===== src/vc_cap_pkg.sv =====
// Constants for the virtual channel extended capability register bank
package vc_cap_pkg;
   localparam logic [11:0] OFS_HEADER     = 12'h148;
   localparam logic [11:0] OFS_PORT_CAP1  = 12'h14C;
   localparam logic [11:0] OFS_PORT_CAP2  = 12'h150;
   localparam logic [11:0] OFS_PORT_STCTL = 12'h154;
   localparam logic [11:0] OFS_VC0_CAP    = 12'h158;
   localparam logic [11:0] OFS_VC0_CTRL   = 12'h15C;
   localparam logic [11:0] OFS_VC0_STAT   = 12'h160;

   localparam logic [15:0] CAP_ID_VC      = 16'h0002;
   localparam logic [3:0]  CAP_VERSION    = 4'h1;
   localparam logic [11:0] CAP_NEXT_PTR   = 12'h000;

   localparam logic [0:0]  EXT_VC_COUNT   = 1'h0;
   localparam logic [0:0]  LP_EXT_VC_CNT  = 1'h0;
   localparam logic [1:0]  REF_CLOCKS     = 2'h0;
   localparam logic [1:0]  PAT_ENTRY_SIZE = 2'h0;
   localparam logic [1:0]  VC_ARB_CAP     = 2'h0;
   localparam logic [7:0]  VC_ARB_TBL_OFS = 8'h00;
   localparam logic [0:0]  LOAD_ARB_TBL   = 1'h0;
   localparam logic [0:0]  ARB_SELECT     = 1'h0;
   localparam logic [0:0]  ARB_TBL_STATUS = 1'h0;

   localparam logic [7:0]  TC_MAP_RESET   = 8'hFF;
   localparam logic [0:0]  TC0_MAPPED     = 1'h1;
   localparam logic [0:0]  VC0_ENABLE     = 1'h1;
   localparam logic        PEND_RESET     = 1'b1;
   localparam int          TC_MAP_LSB     = 1;
   localparam int          TC_MAP_MSB     = 7;
   localparam int          VC0_EN_BIT     = 31;
   localparam int          VC0_PEND_BIT   = 17;
   localparam logic [31:0] ZERO_WORD      = 32'h0000_0000;
endpackage


===== src/vc_ext_capability_regs.sv =====
// APB register bank for the virtual channel extended capability structure
//
// Register access over APB was chosen for this implementation.
`timescale 1ns/100ps

// What this block does
// - The header's low sixteen bits always read the virtual channel capability ID 0002h.
// - The header's version field in bits 19:16 always reads one.
// - The header's next pointer in bits 31:20 reads zero, ending the capability chain.
// - Bit 0 of the first port capability reads zero, so only channel zero exists.
// - Bit 4 of the first port capability reads zero, no extra low-priority channels.
// - The reference clock field in bits 9:8 of the first port capability reads 00b.
// - The arbitration table entry size field in bits 11:10 reads zero.
// - The second port capability's arbitration capability and table offset read zero.
// - Port control bits 0 (load table) and 1 (arbitration select) read zero.
// - The arbitration table status bit 16 of the status and control word reads zero.
module vc_ext_capability_regs
   import vc_cap_pkg::*;
#(
   parameter int ADDR_W = 12
) (
   input  wire logic              clk,
   input  wire logic              rst_n,
   input  wire logic              psel,
   input  wire logic              penable,
   input  wire logic              pwrite,
   input  wire logic [ADDR_W-1:0] paddr,
   input  wire logic [31:0]       pwdata,
   input  wire logic [3:0]        pstrb,
   output logic      [31:0]       prdata,
   output logic                   pready,
   output logic                   pslverr,
   input  wire logic              vc0_negotiation_pending,
   output logic      [7:0]        tc_vc0_map
);

   // Offsets are twelve bits, so a narrower bus would alias the register map
   if (ADDR_W < $bits(OFS_HEADER)) begin : g_addr_w_check
      $error("ADDR_W must be at least 12");
   end

   ////////////////////////////////////////////////////////////////////////////
   // Decode

   logic [31:0] prdata_r;
   logic        pready_r;
   logic        pslverr_r;
   logic [7:0]  tc_map_r;
   logic        pend_r;

   wire  [11:0] word_addr = {paddr[11:2], 2'b00};
   wire         upper_ok  = (ADDR_W == 12) ? 1'b1 : (paddr[ADDR_W-1:0] >> 12) == '0;
   wire         aligned   = paddr[1:0] == 2'b00;
   // One comparator per register in map order; unaligned accesses miss them all
   localparam int          NUM_REGS = 7;
   localparam logic [11:0] REG_OFS [NUM_REGS] = '{OFS_HEADER, OFS_PORT_CAP1, OFS_PORT_CAP2,
                                                  OFS_PORT_STCTL, OFS_VC0_CAP, OFS_VC0_CTRL,
                                                  OFS_VC0_STAT};
   wire  [NUM_REGS-1:0] hit_vec;

   for (genvar g = 0; g < NUM_REGS; g++) begin : g_decode
      assign hit_vec[g] = upper_ok && aligned && word_addr == REG_OFS[g];
   end

   wire         hit_hdr   = hit_vec[0];
   wire         hit_cap1  = hit_vec[1];
   wire         hit_cap2  = hit_vec[2];
   wire         hit_stctl = hit_vec[3];
   wire         hit_vcap  = hit_vec[4];
   wire         hit_vctl  = hit_vec[5];
   wire         hit_vsts  = hit_vec[6];
   wire         hit_any   = |hit_vec;

   // One wait state: pready rises on the second access cycle
   wire         access    = psel && penable && !pready_r;
   wire         complete  = psel && penable && pready_r;
   wire         do_write  = complete && pwrite && hit_vctl && pstrb[0];

   ////////////////////////////////////////////////////////////////////////////
   // Read values, reserved bits tied low

   wire  [31:0] hdr_word   = {CAP_NEXT_PTR, CAP_VERSION, CAP_ID_VC};
   wire  [31:0] cap1_word  = {20'h00000, PAT_ENTRY_SIZE, REF_CLOCKS,
                              3'h0, LP_EXT_VC_CNT, 3'h0, EXT_VC_COUNT};
   wire  [31:0] cap2_word  = {VC_ARB_TBL_OFS, 22'h000000, VC_ARB_CAP};
   wire  [31:0] stctl_word = {15'h0000, ARB_TBL_STATUS,
                              14'h0000, ARB_SELECT, LOAD_ARB_TBL};
   wire  [31:0] vctl_word  = {VC0_ENABLE, 23'h000000, tc_map_r[TC_MAP_MSB:TC_MAP_LSB],
                              TC0_MAPPED};
   wire  [31:0] vsts_word  = {14'h0000, pend_r, 17'h00000};

   wire  [31:0] rd_mux = hit_hdr   ? hdr_word   :
                         hit_cap1  ? cap1_word  :
                         hit_cap2  ? cap2_word  :
                         hit_stctl ? stctl_word :
                         hit_vctl  ? vctl_word  :
                         hit_vsts  ? vsts_word  : ZERO_WORD;

   ////////////////////////////////////////////////////////////////////////////
   // Registers

   always_ff @(posedge clk) begin
      if (!rst_n) begin
         pready_r  <= 1'b0;
         pslverr_r <= 1'b0;
         prdata_r  <= ZERO_WORD;
      end else begin
         pready_r  <= access;
         pslverr_r <= access && !hit_any;
         prdata_r  <= (access && !pwrite) ? rd_mux : ZERO_WORD;
      end
   end

   // Only the traffic class map bits 7:1 accept writes; all else is dropped
   always_ff @(posedge clk) begin
      if (!rst_n) begin
         tc_map_r <= TC_MAP_RESET;
      end else if (do_write) begin
         tc_map_r <= {pwdata[TC_MAP_MSB:TC_MAP_LSB], TC0_MAPPED};
      end
   end

   always_ff @(posedge clk) begin
      if (!rst_n) begin
         pend_r <= PEND_RESET;
      end else begin
         pend_r <= vc0_negotiation_pending;
      end
   end

   assign prdata     = prdata_r;
   assign pready     = pready_r;
   assign pslverr    = pslverr_r;
   assign tc_vc0_map = tc_map_r;

   ////////////////////////////////////////////////////////////////////////////
   // Checks

   wire rd_done = complete && !pwrite;

   property p_hdr_id;
      @(posedge clk) disable iff (!rst_n)
      rd_done && hit_hdr |-> prdata[15:0] == 16'h0002;
   endproperty
   a_hdr_id: assert property (p_hdr_id) else $error("capability id wrong");

   property p_hdr_ver;
      @(posedge clk) disable iff (!rst_n)
      access && !pwrite && hit_hdr |=> pready && prdata[19:16] == 4'h1;
   endproperty
   a_hdr_ver: assert property (p_hdr_ver) else $error("capability version wrong");

   property p_hdr_next;
      @(posedge clk) disable iff (!rst_n)
      rd_done && hit_hdr |-> prdata[31:20] == 12'h000 && !pslverr;
   endproperty
   a_hdr_next: assert property (p_hdr_next) else $error("next pointer not zero");

   property p_cap1_bits;
      @(posedge clk) disable iff (!rst_n)
      rd_done && hit_cap1 |-> prdata[0] == 1'b0 && prdata[4] == 1'b0;
   endproperty
   a_cap1_bits: assert property (p_cap1_bits) else $error("vc count bits set");

   property p_cap1_fields;
      @(posedge clk) disable iff (!rst_n)
      rd_done && hit_cap1 |-> prdata[11:8] == 4'h0 && prdata[31:12] == 20'h00000;
   endproperty
   a_cap1_fields: assert property (p_cap1_fields) else $error("cap1 fields set");

   property p_cap2;
      @(posedge clk) disable iff (!rst_n)
      rd_done && hit_cap2 |-> prdata == 32'h0000_0000;
   endproperty
   a_cap2: assert property (p_cap2) else $error("cap2 not zero");

   property p_ctl;
      @(posedge clk) disable iff (!rst_n)
      rd_done && hit_stctl |-> prdata[1:0] == 2'h0;
   endproperty
   a_ctl: assert property (p_ctl) else $error("port control bits set");

   property p_sts;
      @(posedge clk) disable iff (!rst_n)
      rd_done && hit_stctl |-> prdata[16] == 1'b0 && prdata[31:17] == 15'h0000;
   endproperty
   a_sts: assert property (p_sts) else $error("table status set");

   property p_wr_ignored;
      @(posedge clk) disable iff (!rst_n)
      complete && pwrite && !hit_vctl |=> $stable(tc_vc0_map);
   endproperty
   a_wr_ignored: assert property (p_wr_ignored) else $error("write to ro changed state");

   property p_tc0_kept;
      @(posedge clk) disable iff (!rst_n)
      do_write |=> tc_vc0_map[0] == 1'b1 && tc_vc0_map[7:1] == $past(pwdata[7:1]);
   endproperty
   a_tc0_kept: assert property (p_tc0_kept) else $error("tc map write wrong");

   property p_answer_next;
      @(posedge clk) disable iff (!rst_n)
      access |=> pready;
   endproperty
   a_answer_next: assert property (p_answer_next) else $error("no answer after one wait");

   property p_ready_pulse;
      @(posedge clk) disable iff (!rst_n)
      pready |=> !pready;
   endproperty
   a_ready_pulse: assert property (p_ready_pulse) else $error("ready held too long");

   property p_ready_cause;
      @(posedge clk) disable iff (!rst_n)
      pready |-> $past(access);
   endproperty
   a_ready_cause: assert property (p_ready_cause) else $error("ready without access");

   property p_err_with_ready;
      @(posedge clk) disable iff (!rst_n)
      pslverr |-> pready;
   endproperty
   a_err_with_ready: assert property (p_err_with_ready) else $error("error without ready");

   property p_rdata_quiet;
      @(posedge clk) disable iff (!rst_n)
      !pready |-> prdata == ZERO_WORD;
   endproperty
   a_rdata_quiet: assert property (p_rdata_quiet) else $error("read data outside answer");

   property p_wdata_quiet;
      @(posedge clk) disable iff (!rst_n)
      complete && pwrite |-> prdata == ZERO_WORD;
   endproperty
   a_wdata_quiet: assert property (p_wdata_quiet) else $error("read data on a write");

   property p_unmapped;
      @(posedge clk) disable iff (!rst_n)
      complete && !hit_any |-> pslverr && prdata == ZERO_WORD;
   endproperty
   a_unmapped: assert property (p_unmapped) else $error("unmapped access answered");

   property p_mapped_ok;
      @(posedge clk) disable iff (!rst_n)
      complete && hit_any |-> !pslverr;
   endproperty
   a_mapped_ok: assert property (p_mapped_ok) else $error("mapped access errored");

   property p_vcap_zero;
      @(posedge clk) disable iff (!rst_n)
      rd_done && hit_vcap |-> prdata == 32'h0000_0000;
   endproperty
   a_vcap_zero: assert property (p_vcap_zero) else $error("vc0 capability not zero");

   property p_cap1_rsvd;
      @(posedge clk) disable iff (!rst_n)
      rd_done && hit_cap1 |-> prdata[3:1] == 3'h0 && prdata[7:5] == 3'h0;
   endproperty
   a_cap1_rsvd: assert property (p_cap1_rsvd) else $error("cap1 reserved set");

   property p_stctl_rsvd;
      @(posedge clk) disable iff (!rst_n)
      rd_done && hit_stctl |-> prdata[15:2] == 14'h0000;
   endproperty
   a_stctl_rsvd: assert property (p_stctl_rsvd) else $error("control reserved set");

   property p_vctl_read;
      @(posedge clk) disable iff (!rst_n)
      rd_done && hit_vctl |-> prdata[VC0_EN_BIT] && prdata[VC0_EN_BIT-1:TC_MAP_MSB+1] == '0
                             && prdata[TC_MAP_MSB:0] == tc_vc0_map;
   endproperty
   a_vctl_read: assert property (p_vctl_read) else $error("vc0 control read wrong");

   property p_vsts_read;
      @(posedge clk) disable iff (!rst_n)
      rd_done && hit_vsts |-> prdata[VC0_PEND_BIT] == $past(pend_r)
                             && prdata[31:VC0_PEND_BIT+1] == '0
                             && prdata[VC0_PEND_BIT-1:0] == '0;
   endproperty
   a_vsts_read: assert property (p_vsts_read) else $error("vc0 status read wrong");

   property p_pend_follow;
      @(posedge clk) disable iff (!rst_n)
      $past(rst_n) |-> pend_r == $past(vc0_negotiation_pending);
   endproperty
   a_pend_follow: assert property (p_pend_follow) else $error("pending bit stale");

   property p_tc0_fixed;
      @(posedge clk) disable iff (!rst_n)
      tc_vc0_map[0] == TC0_MAPPED;
   endproperty
   a_tc0_fixed: assert property (p_tc0_fixed) else $error("tc0 unmapped");

   property p_strobe_off;
      @(posedge clk) disable iff (!rst_n)
      complete && pwrite && hit_vctl && !pstrb[0] |=> $stable(tc_vc0_map);
   endproperty
   a_strobe_off: assert property (p_strobe_off) else $error("unstrobed write landed");

   property p_map_hold;
      @(posedge clk) disable iff (!rst_n)
      rst_n && !do_write |=> $stable(tc_vc0_map);
   endproperty
   a_map_hold: assert property (p_map_hold) else $error("map changed without write");

   // Not disabled by reset, so that the reset branch itself is watched
   property p_reset_values;
      @(posedge clk)
      !rst_n |=> !pready && !pslverr && prdata == ZERO_WORD && tc_vc0_map == TC_MAP_RESET
                 && pend_r == PEND_RESET;
   endproperty
   a_reset_values: assert property (p_reset_values) else $error("reset values wrong");

   c_rd_hdr:   cover property (@(posedge clk) disable iff (!rst_n) rd_done && hit_hdr);
   c_wr_vctl:  cover property (@(posedge clk) disable iff (!rst_n) do_write);
   c_unmapped: cover property (@(posedge clk) disable iff (!rst_n) pready && pslverr);
   c_b2b:      cover property (@(posedge clk) disable iff (!rst_n)
                               complete ##1 (psel && !penable) ##1 access);
   c_rd_pend:  cover property (@(posedge clk) disable iff (!rst_n)
                               rd_done && hit_vsts && prdata[VC0_PEND_BIT]);

endmodule


===== config.mk =====
export PLATFORM = sky130hd
export DESIGN_NAME = vc_ext_capability_regs
export DESIGN_NICKNAME = d
export VERILOG_FILES = /design/src/vc_cap_pkg.sv /design/src/vc_ext_capability_regs.sv
export SDC_FILE = /design/constraint.sdc
export NUM_CORES = 1
export LEC_CHECK = 0
export BUFFER_PORTS_ARGS = -buffer_cell sky130_fd_sc_hd__buf_4
export CAP_MARGIN = 20
export CELL_PAD_IN_SITES_DETAIL_PLACEMENT = 0
export CELL_PAD_IN_SITES_GLOBAL_PLACEMENT = 1
export CORE_MARGIN = 2
export CORE_UTILIZATION = 26
export CTS_BUF_LIST = sky130_fd_sc_hd__clkbuf_8
export CTS_CLUSTER_DIAMETER = 80
export DETAILED_ROUTE_END_ITERATION = 12
export PLACE_DENSITY = 0.89
export SETUP_SLACK_MARGIN = 0.05
export SYNTH_ARGS = -nofsm -noshare
export SYNTH_HDL_FRONTEND = slang
export SYNTH_SLANG_ARGS = --single-unit

===== constraint.sdc =====
create_clock -name clk -period 2.3 [get_ports clk]
set_input_delay 0.23 -clock clk [delete_from_list [all_inputs] [get_ports clk]]
set_output_delay 0.23 -clock clk [all_outputs]
set_load 0.1 [all_outputs]

==> impl_results.md <==
* Number of input and output port buffers inserted at 45
* Static leakage at 0.642 nW
* Buffer levels on the longest clock path at 2
* Antenna diode count at 0
* Primary flip-flop cell chosen by synthesis mapping: dfxtp_1
* Unrepaired setup endpoints after global routing: no
* Number of ports placed on the die boundary at 96
* CTS tree: yes
* Number of design-rule violations left by the first detailed-router iteration at 41
* Footprint of the multi-input gates at 449 µm²
* Library cell contributing the largest single delay on the critical path: nor3_1
* Sequential share of the synthesized area at 41.2%
* Count of endpoints failing hold in the final timing report at 0
* Yosys warning total at 0
* Final worst path period share at 62.8%
* Peak supply drop at 0.000243 V
* Number of fillers in the final layout at 388
* Type of the tightest min-delay check: in -> reg
* Number of vias per cell at 3.72
* Post-synth EDFFs at 0
* Sequential Area at 400 µm²
* Final critical-path required period at 1.44 ns
* Cell variety after synth at 27
* Post-cts sizing count at 0
* Max-cap violations at 0
* Ordered list of cells on the worst path: nand4b_1 > inv_1 > nand3b_1 > nor3_1 > and2_1
* DR WL/cell at 9.13 µm
* Count of H-tree levels built during CTS at 1
* Via count at 711
* Pwr/cell area at 645 nW/µm²
* Worst setup skew after layout at 0.00235 ns
* Gate Count Post-Synth at 100
* Register-to-Register Setup Slack at 0.86 ns
* Pin count of the biggest net entering global routing at 17
* Total core area at 3630 µm²
* Setup fix buffers added after clock tree synthesis at 0
* Clock transition at the registers of the reported paths at 0.07 ns
* Num CTS Buffers at 3
* Final core occ at 36.0%
* Iteration count of the initial detailed-routing pass at 2
* Cells taking the most area after synthesis: dfxtp_1, buf_4, nor2b_1
* Result of the run: completed
* Switching power summed over all nets at 0.000302 W
* Placer's final routability congestion estimate at 0.667
* TNS Setup at 0 ns
* Share of flip-flops with an asynchronous set or reset after synthesis at 0%
* Peak Freq at 0.692 GHz
* Die boundary height at 65.1 µm
* Number of flip-flops and latches in the synthesized netlist at 20
* Critical path arrival at 1.64 ns
* CP Max Fanout at 7
* Final setup violation count at 0
* Number of pins with negative max-slew slack in the final report at 0
* Root buffer cell: clkbuf_8
* CTS hold repair buffers at 0
* Part of the total power dissipated in combinational logic at 27.0%
* Width of the die at 65.1 µm
* Synthesis-to-layout area growth at 34.5%
* Layout cell share with drive strength beyond 1 at 37.8%
* Antenna violations before repair at 0
* CTS Sinks at 20
* Most frequent cells after synthesis: buf_4, dfxtp_1, nor2b_1, mux2i_1, and2_1
* Global-route wire length before repair at 2.71 mm
* Gr usage total at 8.28%
* Core Rows at 22
* Type of the setup path with the least slack: reg -> reg
* Critical Path Start Type: flop
* Leading cell type by number of instances after synthesis: buf_4
* Fraction of power consumed by sequential logic at 41.5%
* Residual DRC count at 0
* Later-pin clock latency in the skew report at 0.25 ns
* Biggest cell delay along the critical path at 0.40 ns
* Switching Share at 35.8%
* Area share of the leading cell type in the synthesized netlist at 41.2%
* Vias in the first global route at 611
* Clock network power share at 31.5%
* Critical path capture point type: flop
* Placed cell areas at 1250 µm²
* Congestion Overflow GR at 0
* Post-synthesis cell type with the largest combined area: dfxtp_1
* Required time of the critical path at 2.50 ns
* Layout net count at 198
* Internal Dissipation at 0.000541 W
* WL final at 1.74 mm
* Starting Density at 26.7%
* Average cell area after synthesis at 9.71 µm²
* Final-layout worst hold slack at 0.161 ns
* Final design area excluding fillers at 1310 µm²
* Die Outline Area at 4240 µm²
* Post-synthesis cell area at 971 µm²
* Final antenna-violating net count at 0
-- logic make-up after synthesis --
kind of cell | count (synthesis) | synth area share, %
and+or+nand+nor | 41 | 28.6
buffers and inverters | 27 | 20.2
DFF | 20 | 41.2
muxes | 7 | 7.22
AOI/OAI and AO/OA | 3 | 1.93
other | 2 | 0.773
-- through the flow --
step	setup slack [ns]	instances	total power [W]
2_1_floorplan	0.413	120	0.000572
3_3_place_gp	0.603	187	0.000584
3_5_place_dp	0.593	187	0.000585
4_1_cts	0.814	191	0.000850
5_1_grt	0.693	191	0.000865
6_report	0.855	191	0.000843
-- area by class of cell --
cell class                 instances  share of cell area (%)
multi-input combinational         73                    34.4
sequential                        20                    30.7
timing repair buffer              45                    25.9
tap                               48                    4.60
clock buffer                       4                    4.21
inverter                           1                   0.287
-- cell usage in the layout (no fill, tap or decap), types with 2 or more instances in the layout --
cell and n:
nor2b_1 14, clkbuf_8 4, nor2_1 2, buf_4 45, mux2i_1 7, nand2_1 2, conb_1 22, dfxtp_1 20
nand4b_1 2, nand3_1 3, and2_1 6, nor3_1 2, nor4_1 2
-- sequential cells by signal, summed over array words and instances, names as in the netlist --
register,count
pready,1
prdata,10
tc_vc0_map,7
pslverr,1
pend_r,1
-- critical path: cells and delay by family, from the launching register on --
kind,cells,cell delay (ns)
buffers and inverters,1,0.11
DFF,1,0.33
and+or+nand+nor,4,0.94
-- power by group through the flow --
stage	Clock (W)	Combinational [W]	Sequential (W)
2_1_floorplan	0	0.000205	0.000368
3_3_place_gp	0	0.000227	0.000358
3_5_place_dp	0	0.000227	0.000358
4_1_cts	0.000273	0.000227	0.000349
5_1_grt	0.000279	0.000236	0.000350
6_report	0.000266	0.000228	0.000350
-- final timing paths --
| kind | to | depth (start not counted) | startpoint |
|---|---|---|---|
| setup / recovery | prdata[6] | 5 | pready |
| hold / removal | pend_r | 2 | vc0_negotiation_pending |
| hold reg to reg | prdata[5] | 1 | tc_vc0_map[5] |
| setup reg to reg | prdata[6] | 5 | pready |
-- layer usage --
metal,share of wire [%],global-route usage (%)
met2,50,14.4
met5,0,0
met1,40,9.37
met3,8.0,1.20
met4,2.5,5.47
(Power assumes the default switching activity.)
